--- config.mk ---
export PLATFORM = sky130hd
export DESIGN_NAME = pgs_regs
export DESIGN_NICKNAME = d
export VERILOG_FILES = /design/src/pkg/pgs_pkg.sv /design/src/logic/pgs_regs.sv
export VERILOG_INCLUDE_DIRS = /design/src /design/src/pkg
export SDC_FILE = /design/constraint.sdc
export NUM_CORES = 1
export LEC_CHECK = 0
export ABC_AREA = 1
export BUFFER_PORTS_ARGS = -buffer_cell sky130_fd_sc_hd__buf_2
export CAP_MARGIN = 30
export CORE_MARGIN = 5
export CORE_UTILIZATION = 30
export DETAILED_ROUTE_END_ITERATION = 8
export GPL_TIMING_DRIVEN = 0
export PLACE_DENSITY = 0.61
export SYNTH_ARGS = -nofsm -noshare
export SYNTH_HDL_FRONTEND = slang
export SYNTH_SLANG_ARGS = --single-unit
--- constraint.sdc ---
create_clock -name REF_CLK -period 2 [get_ports REF_CLK]
set_input_delay 0.1 -clock REF_CLK [delete_from_list [all_inputs] [get_ports REF_CLK]]
set_output_delay 0.1 -clock REF_CLK [all_outputs]
set_load 0.02 [all_outputs]
--- src/pkg/pgs_defines.svh ---
// Offsets, field positions and reset values of the gigabit status block
`ifndef PGS_DEFINES_SVH
`define PGS_DEFINES_SVH
// Register word indices; byte address is four times the index
`define PGS_IDX_GCTL 3'h0
`define PGS_IDX_GSTAT 3'h1
`define PGS_IDX_MSET 3'h2
`define PGS_IDX_MDATA 3'h3
`define PGS_IDX_ISTAT 3'h4
`define PGS_IDX_IMASK 3'h5
// Control and status field positions
`define PGS_B_ADV_HD 8
`define PGS_B_FAULT 15
`define PGS_B_MASTER 14
`define PGS_B_LRX 13
`define PGS_B_RRX 12
`define PGS_B_LPFD 11
`define PGS_B_LPHD 10
`define PGS_CNT_MAX 8'hff
`define PGS_CNT_RST 8'h00
// Setup register fields and modes
`define PGS_MODE_HI 15
`define PGS_MODE_LO 14
`define PGS_DEV_HI 4
`define PGS_MODE_REG 2'h0
`define PGS_MODE_DATA 2'h1
`define PGS_MODE_INC_RW 2'h2
`define PGS_MODE_INC_W 2'h3
`define PGS_DEV_RST 5'h00
`define PGS_ADDR_RST 16'h0000
// Interrupt bits
`define PGS_IRQ_FAULT 0
`define PGS_IRQ_IDLE 1
`define PGS_IRQ_RST 2'h0
`endif

--- src/pkg/pgs_pkg.sv ---
// Types shared by the gigabit status register block
`include "pgs_defines.svh"
package pgs_pkg;
  typedef enum logic [1:0] {
    PGS_BUS_IDLE = 2'h1,
    PGS_BUS_ACK = 2'h2
  } pgs_bus_t;

  typedef struct packed {
    pgs_bus_t bus;
    logic adv_hd;
    logic fault;
    logic [7:0] idle_cnt;
    logic [1:0] mode;
    logic [4:0] dev;
    logic [15:0] reg_addr;
    logic [15:0] wr_addr;
    logic [15:0] wr_data;
    logic mmd_wr;
    logic mmd_rd;
    logic [1:0] irq_stat;
    logic [1:0] irq_mask;
    logic [31:0] rdata;
  } pgs_state_t;
endpackage : pgs_pkg

--- src/logic/pgs_regs.sv ---
// Gigabit status, advertisement and indirect-access setup registers on Avalon-MM
// Behaviour
// - Control bit 8 advertises gigabit half duplex when set; resets cleared.
// - Status bit 15 latches high on master-slave fault; read-only, resets zero.
// - Status bit 14 shows resolved role: one master, zero slave.
// - Status bit 13 shows local receiver health, read-only.
// - Status bit 12 shows remote receiver health, read-only.
// - Bits 11 and 10 show partner gigabit full and half duplex ability.
// - Bits 7:0 hold 8-bit idle error count, counted during idles with Send_N.
// - Counter advances once per symbol period flagged as error.
// - Setup bits 15:14 pick register, data, inc on all, inc on writes.
// - Mode field steers use of the data register; resets to zero.
// - Setup bits 4:0 hold target device address, read-write, reset zero.
// - Data register holds register address in mode zero, else data.
//
// Local design decisions: the Avalon-MM interface to the registers and the placing of the registers.
`timescale 1ns/100ps
module pgs_regs (
  input wire logic REF_CLK,
  input wire logic RESETN,
  input wire logic [4:0] AVS_ADDRESS,
  input wire logic AVS_READ,
  input wire logic AVS_WRITE,
  input wire logic [31:0] AVS_WRITEDATA,
  input wire logic [3:0] AVS_BYTEENABLE,
  output logic [31:0] AVS_READDATA,
  output logic AVS_WAITREQUEST,
  output logic IRQ,
  input wire logic MS_FAULT,
  input wire logic MS_MASTER,
  input wire logic LOC_RX_OK,
  input wire logic REM_RX_OK,
  input wire logic LP_1000_FD,
  input wire logic LP_1000_HD,
  input wire logic SYMBOL_EN,
  input wire logic RX_IDLE,
  input wire logic TX_SEND_N,
  input wire logic RX_ERROR,
  output logic ADV_1000_HD,
  output logic [4:0] MMD_DEV_ADDR,
  output logic [15:0] MMD_REG_ADDR,
  input wire logic [15:0] MMD_RD_DATA,
  output logic MMD_RD,
  output logic MMD_WR,
  output logic [15:0] MMD_WR_ADDR,
  output logic [15:0] MMD_WR_DATA
);
  import pgs_pkg::*;

  pgs_state_t st_reg;
  pgs_state_t st_next;
  logic rd_take;
  logic wr_take;
  logic stat_clr;
  logic err_ev;

  // Word index match, low address bits ignored
  function automatic logic pgs_hit(input logic [4:0] a, input logic [2:0] idx);
    return a[4:2] == idx;
  endfunction : pgs_hit

  // Byte-lane merge of a 16-bit register
  function automatic logic [15:0] pgs_merge(input logic [15:0] old,
                                            input logic [31:0] wd,
                                            input logic [3:0] be);
    return {be[1] ? wd[15:8] : old[15:8], be[0] ? wd[7:0] : old[7:0]};
  endfunction : pgs_merge

  // Status word view, used by the read path only
  function automatic logic [15:0] pgs_status(input pgs_state_t s, input logic m,
                                             input logic l, input logic r,
                                             input logic fd, input logic hd);
    logic [15:0] v;
    v = 16'h0000;
    v[`PGS_B_FAULT] = s.fault;
    v[`PGS_B_MASTER] = m;
    v[`PGS_B_LRX] = l;
    v[`PGS_B_RRX] = r;
    v[`PGS_B_LPFD] = fd;
    v[`PGS_B_LPHD] = hd;
    v[7:0] = s.idle_cnt;
    return v;
  endfunction : pgs_status

  // Reads act on the first cycle, writes on the acknowledged one
  assign rd_take = AVS_READ && (st_reg.bus == PGS_BUS_IDLE);
  assign wr_take = AVS_WRITE && (st_reg.bus == PGS_BUS_ACK);
  assign stat_clr = rd_take && pgs_hit(AVS_ADDRESS, `PGS_IDX_GSTAT);
  assign err_ev = SYMBOL_EN && RX_IDLE && TX_SEND_N && RX_ERROR;

  // Next-state logic for bus, status and setup
  always_comb begin
    logic [15:0] wm;
    logic [7:0] cnt;
    wm = 16'h0000;
    cnt = 8'h00;
    st_next = st_reg;
    st_next.mmd_wr = 1'b0;
    st_next.mmd_rd = 1'b0;
    // One wait state for every request
    case (st_reg.bus)
      PGS_BUS_IDLE: begin
        if (AVS_READ || AVS_WRITE) begin
          st_next.bus = PGS_BUS_ACK;
        end
      end
      PGS_BUS_ACK: begin
        st_next.bus = PGS_BUS_IDLE;
      end
      default: begin
        st_next.bus = PGS_BUS_IDLE;
      end
    endcase
    // Fault latches; a new fault beats the read clear
    st_next.fault = MS_FAULT || (st_reg.fault && !stat_clr);
    // Count restarts on read, then an error in the same cycle still counts
    cnt = stat_clr ? `PGS_CNT_RST : st_reg.idle_cnt;
    if (err_ev && (cnt != `PGS_CNT_MAX)) begin
      cnt = cnt + 8'h01;
    end
    st_next.idle_cnt = cnt;
    // Read data captured at the first edge so it stands when waitrequest drops
    if (rd_take) begin
      st_next.rdata = 32'h0000_0000;
      case (AVS_ADDRESS[4:2])
        `PGS_IDX_GCTL: begin
          st_next.rdata[`PGS_B_ADV_HD] = st_reg.adv_hd;
        end
        `PGS_IDX_GSTAT: begin
          st_next.rdata[15:0] = pgs_status(st_reg, MS_MASTER, LOC_RX_OK,
                                           REM_RX_OK, LP_1000_FD,
                                           LP_1000_HD);
        end
        `PGS_IDX_MSET: begin
          st_next.rdata[`PGS_MODE_HI:`PGS_MODE_LO] = st_reg.mode;
          st_next.rdata[`PGS_DEV_HI:0] = st_reg.dev;
        end
        `PGS_IDX_MDATA: begin
          if (st_reg.mode == `PGS_MODE_REG) begin
            st_next.rdata[15:0] = st_reg.reg_addr;
          end else begin
            st_next.rdata[15:0] = MMD_RD_DATA;
            st_next.mmd_rd = 1'b1;
            if (st_reg.mode == `PGS_MODE_INC_RW) begin
              st_next.reg_addr = st_reg.reg_addr + 16'h0001;
            end
          end
        end
        `PGS_IDX_ISTAT: begin
          st_next.rdata[1:0] = st_reg.irq_stat;
        end
        `PGS_IDX_IMASK: begin
          st_next.rdata[1:0] = st_reg.irq_mask;
        end
        default: begin
          st_next.rdata = 32'h0000_0000;
        end
      endcase
    end
    // Writes; unmapped addresses are acknowledged and dropped
    if (wr_take) begin
      case (AVS_ADDRESS[4:2])
        `PGS_IDX_GCTL: begin
          wm = pgs_merge({7'h00, st_reg.adv_hd, 8'h00}, AVS_WRITEDATA, AVS_BYTEENABLE);
          st_next.adv_hd = wm[`PGS_B_ADV_HD];
        end
        `PGS_IDX_MSET: begin
          wm = pgs_merge({st_reg.mode, 9'h000, st_reg.dev}, AVS_WRITEDATA, AVS_BYTEENABLE);
          st_next.mode = wm[`PGS_MODE_HI:`PGS_MODE_LO];
          st_next.dev = wm[`PGS_DEV_HI:0];
        end
        `PGS_IDX_MDATA: begin
          if (st_reg.mode == `PGS_MODE_REG) begin
            st_next.reg_addr = pgs_merge(st_reg.reg_addr, AVS_WRITEDATA,
                                         AVS_BYTEENABLE);
          end else begin
            st_next.wr_data = pgs_merge(MMD_RD_DATA, AVS_WRITEDATA, AVS_BYTEENABLE);
            st_next.wr_addr = st_reg.reg_addr;
            st_next.mmd_wr = 1'b1;
            if (st_reg.mode != `PGS_MODE_DATA) begin
              st_next.reg_addr = st_reg.reg_addr + 16'h0001;
            end
          end
        end
        `PGS_IDX_ISTAT: begin
          st_next.irq_stat = st_reg.irq_stat & ~AVS_WRITEDATA[1:0];
        end
        `PGS_IDX_IMASK: begin
          st_next.irq_mask = AVS_WRITEDATA[1:0];
        end
        default: begin
          st_next.irq_mask = st_reg.irq_mask;
        end
      endcase
    end
    // Events set after the clear so a same-cycle event is kept
    if (MS_FAULT) begin
      st_next.irq_stat[`PGS_IRQ_FAULT] = 1'b1;
    end
    if (err_ev) begin
      st_next.irq_stat[`PGS_IRQ_IDLE] = 1'b1;
    end
  end

  // Single state register, synchronous reset
  always_ff @(posedge REF_CLK) begin
    if (!RESETN) begin
      st_reg <= '0;
      st_reg.bus <= PGS_BUS_IDLE;
      st_reg.adv_hd <= 1'b0;
      st_reg.fault <= 1'b0;
      st_reg.idle_cnt <= `PGS_CNT_RST;
      st_reg.mode <= `PGS_MODE_REG;
      st_reg.dev <= `PGS_DEV_RST;
      st_reg.reg_addr <= `PGS_ADDR_RST;
      st_reg.irq_stat <= `PGS_IRQ_RST;
      st_reg.irq_mask <= `PGS_IRQ_RST;
    end else begin
      st_reg <= st_next;
    end
  end

  // Outputs; waitrequest is combinational, everything else from flops
  assign AVS_WAITREQUEST = (AVS_READ || AVS_WRITE) && (st_reg.bus != PGS_BUS_ACK);
  assign AVS_READDATA = st_reg.rdata;
  assign IRQ = |(st_reg.irq_stat & st_reg.irq_mask);
  assign ADV_1000_HD = st_reg.adv_hd;
  assign MMD_DEV_ADDR = st_reg.dev;
  assign MMD_REG_ADDR = st_reg.reg_addr;
  assign MMD_RD = st_reg.mmd_rd;
  assign MMD_WR = st_reg.mmd_wr;
  assign MMD_WR_ADDR = st_reg.wr_addr;
  assign MMD_WR_DATA = st_reg.wr_data;

  // Checks on the behaviour above
  adv_hd_wr_a: assert property (@(posedge REF_CLK) disable iff (!RESETN)
    wr_take && pgs_hit(AVS_ADDRESS, `PGS_IDX_GCTL) && AVS_BYTEENABLE[1]
    |=> ADV_1000_HD == $past(AVS_WRITEDATA[`PGS_B_ADV_HD]))
    else $error("half duplex advert not written");

  fault_latch_a: assert property (@(posedge REF_CLK) disable iff (!RESETN)
    MS_FAULT |=> st_reg.fault && st_reg.irq_stat[`PGS_IRQ_FAULT])
    else $error("fault not latched");

  fault_hold_a: assert property (@(posedge REF_CLK) disable iff (!RESETN)
    st_reg.fault && !stat_clr |=> st_reg.fault)
    else $error("fault dropped without read");

  fault_clear_a: assert property (@(posedge REF_CLK) disable iff (!RESETN)
    stat_clr && !MS_FAULT |=> !st_reg.fault)
    else $error("fault kept after read");

  status_view_a: assert property (@(posedge REF_CLK) disable iff (!RESETN)
    stat_clr |=> !AVS_WAITREQUEST && AVS_READDATA[`PGS_B_MASTER:`PGS_B_LPHD] ==
    $past({MS_MASTER, LOC_RX_OK, REM_RX_OK, LP_1000_FD, LP_1000_HD}))
    else $error("status bits not mirrored");

  cnt_step_a: assert property (@(posedge REF_CLK) disable iff (!RESETN)
    err_ev && !stat_clr && st_reg.idle_cnt != `PGS_CNT_MAX
    |=> st_reg.idle_cnt == 8'($past(st_reg.idle_cnt) + 8'h01))
    else $error("idle count not advanced");

  cnt_idle_a: assert property (@(posedge REF_CLK) disable iff (!RESETN)
    !err_ev && !stat_clr |=> $stable(st_reg.idle_cnt))
    else $error("idle count moved without error");

  idle_irq_a: assert property (@(posedge REF_CLK) disable iff (!RESETN)
    err_ev |=> st_reg.irq_stat[`PGS_IRQ_IDLE])
    else $error("idle error event not flagged");

  cnt_sat_a: assert property (@(posedge REF_CLK) disable iff (!RESETN)
    st_reg.idle_cnt == `PGS_CNT_MAX && !stat_clr |=> st_reg.idle_cnt == `PGS_CNT_MAX)
    else $error("idle count wrapped");

  rd_clear_a: assert property (@(posedge REF_CLK) disable iff (!RESETN)
    stat_clr |=> st_reg.idle_cnt == {7'h00, $past(err_ev)}
    && AVS_READDATA[7:0] == $past(st_reg.idle_cnt))
    else $error("read clear wrong");

  mode_wr_a: assert property (@(posedge REF_CLK) disable iff (!RESETN)
    wr_take && pgs_hit(AVS_ADDRESS, `PGS_IDX_MSET) && AVS_BYTEENABLE == 4'hf
    |=> st_reg.mode == $past(AVS_WRITEDATA[`PGS_MODE_HI:`PGS_MODE_LO])
    && MMD_DEV_ADDR == $past(AVS_WRITEDATA[`PGS_DEV_HI:0]))
    else $error("setup write lost");

  data_inc_a: assert property (@(posedge REF_CLK) disable iff (!RESETN)
    wr_take && pgs_hit(AVS_ADDRESS, `PGS_IDX_MDATA) && st_reg.mode[1]
    |=> MMD_WR && MMD_REG_ADDR == 16'(MMD_WR_ADDR + 16'h0001))
    else $error("post increment missing");

  // Data-mode read must fetch the far side and pulse its strobe
  data_rd_a: assert property (@(posedge REF_CLK) disable iff (!RESETN)
    rd_take && pgs_hit(AVS_ADDRESS, `PGS_IDX_MDATA) && st_reg.mode != `PGS_MODE_REG
    |=> MMD_RD && AVS_READDATA[15:0] == $past(MMD_RD_DATA))
    else $error("data read not fetched");

  rd_inc_a: assert property (@(posedge REF_CLK) disable iff (!RESETN)
    rd_take && pgs_hit(AVS_ADDRESS, `PGS_IDX_MDATA) && st_reg.mode == `PGS_MODE_INC_RW
    |=> MMD_REG_ADDR == 16'($past(MMD_REG_ADDR) + 16'h0001))
    else $error("read post increment missing");

  // Register mode only moves the address, never strobes a write
  reg_mode_wr_a: assert property (@(posedge REF_CLK) disable iff (!RESETN)
    wr_take && pgs_hit(AVS_ADDRESS, `PGS_IDX_MDATA) && st_reg.mode == `PGS_MODE_REG
    && AVS_BYTEENABLE == 4'hf |=> MMD_REG_ADDR == $past(AVS_WRITEDATA[15:0]) && !MMD_WR)
    else $error("register address write lost");
endmodule : pgs_regs

-- Word-level counts from Yosys, hierarchy flattened
Index checks and enable logic that the tools add are counted.
- output and inout port bits: 90
- register bits after elaboration: 89
- input bits: 71
- logic and storage cells: 92
- bitwise operators: 4
- reduce and logical (&&, ||, !) cells: 29
- multiplexer cells: 28
- eq/ne operators: 13
- $add $sub $neg: 2
- operators by type and width (operator ; number):
    $mux 16 ; 7
    $mux 49 ; 2
    $mux 8 ; 6
    $mux 33 ; 1
    $reduce_and 3->1 ; 6
    $add 16x1->16 const B ; 1
    $pmux 2 s5 ; 1
    $pmux 5 s2 ; 1
    $logic_and 1x1->1 ; 9
    $pmux 3 s3 ; 1
    $add 8x1->8 const B ; 1
    $ne 4x4->1 const B ; 2
    $ne 8x8->1 const B ; 1
    $reduce_and 2->1 ; 4
    $reduce_bool 2->1 ; 4
    $eq 3x2->1 const B ; 2
    $eq 3x3->1 const B ; 2
    $pmux 2 s3 ; 1
    $pmux 3 s2 ; 1
    $and 2x2->2 ; 2
    $eq 2x2->1 const B ; 2
    $mux 2 ; 2
    $mux 4 ; 1
    $eq 3x1->1 const B ; 1
    12 further kinds ; 15

-- Longest topological paths before layout
- depth in word-level cells: 9
- gate-level depth with buffers: 12
- depth with buffers taken out: 12

-- Least setup slack after synthesis
No wires, ideal clock.
- path kind: flip-flop to flip-flop
- start: register st_reg[104] in the netlist's numbering
- end: register st_reg[94] in the netlist's numbering
- buffers on the path: 0
- path slack: 239 ps
- data arrival time: 1645 ps
- stages on the path, launching flop included: 13
- clock period less this slack: 1761 ps
- cells stage by stage: dfxtp_1 -> inv_1 -> nand3_2 -> nor2_4 -> nor2_2 -> ha_1 -> nand2_1 -> nor2_2 -> nand3_2 -> nand2_4 -> inv_2 -> nor2_1 -> nor2_1
- longest elaborated chain between the ends: 7
- ends and longest elaborated chain (element ; line ; source):
    start, declared ; pgs_regs.sv:50 ; pgs_state_t st_reg;
    start signal, assigned ; pgs_regs.sv:219 ; st_reg <= st_next;
    $eq 2x1->1 (*) ; pgs_regs.sv:86 ; assign rd_take = AVS_READ && (st_reg.bus == PGS_BUS_IDLE);
    $logic_and 1x1->1 (*) ; pgs_regs.sv:86 ;
    $logic_and 1x1->1 (*) ; pgs_regs.sv:88 ; assign stat_clr = rd_take && pgs_hit(AVS_ADDRESS, `PGS_IDX_GSTAT);
    $mux 8 (*) ; pgs_regs.sv:117 ; cnt = stat_clr ? `PGS_CNT_RST : st_reg.idle_cnt;
    branches (longest 2 deep; another with $add 8x1->8) ; n/a ;
    $mux 8 (*) ; pgs_regs.sv:118 ; if (err_ev && (cnt != `PGS_CNT_MAX)) begin
Every way passes the cells marked *.
A chain may end at the register's enable or synchronous reset.

-- Worst setup path after layout
- start: register st_reg[104] in the netlist's numbering
- end: register st_reg[95] in the netlist's numbering
Same word-level chain as after synthesis.

==> flow_metrics.env <==
export IMPL_outcome="complete, no violations"
export IMPL_skew_ns=0.00937
export IMPL_placed_area_sq_um=6650
export IMPL_worstHoldPathType="input pin to flop"
export IMPL_setup_viol=0
export IMPL_cp_required_ns=2.21
export IMPL_swShare=0.258
export IMPL_holdPathStages=3
export IMPL_synthCells=857
export IMPL_hold_start="MS_FAULT"
export IMPL_pwr_share_clk=0.441
export IMPL_drt_iter0_drc=533
export IMPL_final_util=0.377
export IMPL_cts_sinks=89
export IMPL_cts_tree="done"
export IMPL_rsz0062_at_grt="yes"
export IMPL_regArea_sq_um=1780
export IMPL_worstMarginPinSlew_ns=0.670
export IMPL_coreArea_sq_um=18700
export IMPL_grt_pass1_vias=5637
export IMPL_numCtsBuffers=9
export IMPL_worstSetupPathType="flop to flop"
export IMPL_cp_max_fo=8
export IMPL_seqPwrFrac=0.458
export IMPL_drcViolationCount=0
export IMPL_period_minus_slack_ns=1.91
export IMPL_final_common_cell="nand2_1"
export IMPL_fillers=2012
export IMPL_wl_per_cell_um=16.0
export IMPL_end_kind="flop"
export IMPL_core_rowCount=50
export IMPL_finish_instance_area_sq_um=7060
export IMPL_yosys_cell_types_count=41
export IMPL_max_slew_margin=0.553
export IMPL_synth_flop_cell="dfxtp_1"
export IMPL_synthArstFlopShare=0
export IMPL_final_cell_mix="nand2_1, buf_2, buf_4"
export IMPL_die_w_um=148
export IMPL_htree_levels=3
export IMPL_drt_pre_antenna_iters=7
export IMPL_io_pins=161
export IMPL_drt_wl_total_um=20000
export IMPL_synth_seq_cells=89
export IMPL_worstPathArrival_ns=2.12
export IMPL_largest_reg_flops=17
export IMPL_routed_via_density=4.74
export IMPL_p_total_mw=3.93
export IMPL_max_freq_mhz=523
export IMPL_antenna_found_initial=4
export IMPL_ctsLongestPathBuffers=2
export IMPL_whs_ns=0.0349
export IMPL_p_leak_nw=3.28
export IMPL_maxCapViolCount=0
export IMPL_hold_violations=0
export IMPL_synth_edf_count=0
export IMPL_vias=5935
export IMPL_clk_latency_ns=0.36
export IMPL_grt_max_degree=15
export IMPL_synth_avg_cell_area_sq_um=6.64
export IMPL_slew_viol_final=0
export IMPL_comb_power_share=0.101
export IMPL_critPathLaunchType="flop"
export IMPL_place_gp_congestion=0.938
export IMPL_p_per_area_nw_per_um2=557
export IMPL_grt_pass1_wl_um=30700
export IMPL_finalCritPeriodShare=0.956
export IMPL_rr_startpoint="st_reg[104]$_SDFFE_PN0N_"
export IMPL_regToRegSetupSlack_ns=0.09
export IMPL_cts_root_buf="clkbuf_16"
export IMPL_dp_cells=1228
export IMPL_clk_pin_slew_worst_paths_ns=0.07
export IMPL_p_sw_mw=1.01
export IMPL_start_util=0.304
export IMPL_instances_no_fill=1251
export IMPL_drive_gt1_frac=0.284
export IMPL_overflow=0
export IMPL_syn_to_final_growth_pct=24.1
export IMPL_p_int_mw=2.91
export IMPL_multi_input_area_sq_um=2770
export IMPL_seq_area_frac_synth=0.313
export IMPL_rr_endpoint="st_reg[95]$_SDFF_PN0_"
export IMPL_ys_warnings_count=0
export IMPL_peakVddDrop_mv=0.415
export IMPL_reg2reg_depth=12
export IMPL_dieArea_sq_um=21800
export IMPL_antenna_left=0
export IMPL_io_buffers=122
export IMPL_dp_hpwl_um=15600
export IMPL_syn_area_sq_um=5690
export IMPL_die_y_um=148
export IMPL_hold_path_endpoint="st_reg[34]$_SDFFE_PN0P_"
export IMPL_cts_hold_buf=0
export IMPL_nets=1086
export IMPL_grtUsageTotal=0.181
[stage by stage]
stage	worst slack, ns	setup TNS (ns)
floorplan	0.239	0
global placement	-0.0799	-0.866
detailed placement	-0.137	-1.51
CTS	0.0350	0
global route	-0.0160	-0.0440
finish	0.0874	0
[worst max-delay path: stages (launching register included)]
cell	delay, ns
dfxtp_1	0.37
inv_1	0.09
nand3_4	0.14
nor2_4	0.06
nor2_4	0.13
ha_2	0.22
nand2_1	0.10
nor2_4	0.17
nand3_2	0.14
nand2_4	0.15
inv_2	0.07
nand2_1	0.05
a21oi_1	0.06
[repair_timing]
item                       CTS  global route
setup endpoints to repair   18            42
pin swaps                    2             2
resized for setup            3            16
buffers inserted             3             5
gates cloned                 0             0
[cells by family after synthesis]
group	Yosys count	synth area share
compound gates	199	0.189
xor+xnor	5	0.00770
fa+ha+maj	3	0.00660
buf+inv	230	0.218
flops	89	0.313
other cells	1	0.000659
simple gates	330	0.264
[cell type report]
type	count	share of cell area
Sequential cell	89	0.253
Antenna cell	1	0.000355
Inverter	102	0.0560
Tap cell	234	0.0415
Timing Repair Buffer	130	0.0950
Clock buffer	10	0.0339
Multi-Input combinational cell	553	0.392
Clock inverter	5	0.00798
Buffer	127	0.121
[worst max path at each step]
stage / cells past startpoint / from / slack [ns] / end
2_1_floorplan: 12 / st_reg[104]$_SDFFE_PN0N_ / 0.24 / st_reg[94]$_SDFF_PN0_
3_5_place_dp: 8 / st_reg[103]$_SDFFE_PN1N_ / -0.14 / MMD_REG_ADDR[9]$_SDFFE_PN0P_
4_1_cts: 8 / st_reg[92]$_SDFFE_PN0P_ / 0.04 / MMD_WR_ADDR[1]$_SDFFE_PN0P_
3_3_place_gp: 8 / st_reg[103]$_SDFFE_PN1N_ / -0.08 / MMD_REG_ADDR[9]$_SDFFE_PN0P_
6_report: 12 / st_reg[104]$_SDFFE_PN0N_ / 0.09 / st_reg[95]$_SDFF_PN0_
5_1_grt: 12 / st_reg[104]$_SDFFE_PN0N_ / -0.02 / st_reg[95]$_SDFF_PN0_
[power groups by stage]
| stage | Combinational [mW] | Clock [mW] | Sequential (mW) |
|---|---|---|---|
| finish | 0.397 | 1.73 | 1.80 |
| detailed placement | 0.369 | 0 | 1.84 |
| floorplan | 0.219 | 0 | 1.83 |
| global route | 0.432 | 1.84 | 1.80 |
| global placement | 0.368 | 0 | 1.84 |
| CTS | 0.375 | 1.76 | 1.80 |
[cells in the mapped netlist (4+ instances only)]
master    count  area [sq um]
nand2_1     165           619
nor2_1       55           206
inv_2         5          18.8
inv_1        90           338
nor2_2        4          25.0
buf_2        11          55.1
clkbuf_1     20          75.1
a21oi_1      92           460
nand4_1       8          50.1
nand3_1      78           390
buf_1         7          26.3
o211ai_1      9          67.6
o21ai_0      74           370
buf_4        86           646
nor3_1        4          20.0
buf_6         4          45.0
dfxtp_1      89          1780
a211oi_1     10          75.1
nand2_4       4          45.0
[routing by layer]
metal,vias to the layer above,global-route usage,part of all wire
met1,2654,0.242,0.45
met5,-,0,0.0017
met2,219,0.276,0.44
li1,3016,-,-
met4,6,0.0680,0.023
met3,40,0.0524,0.088
Note: power is estimated with default switching activity, not from simulation.
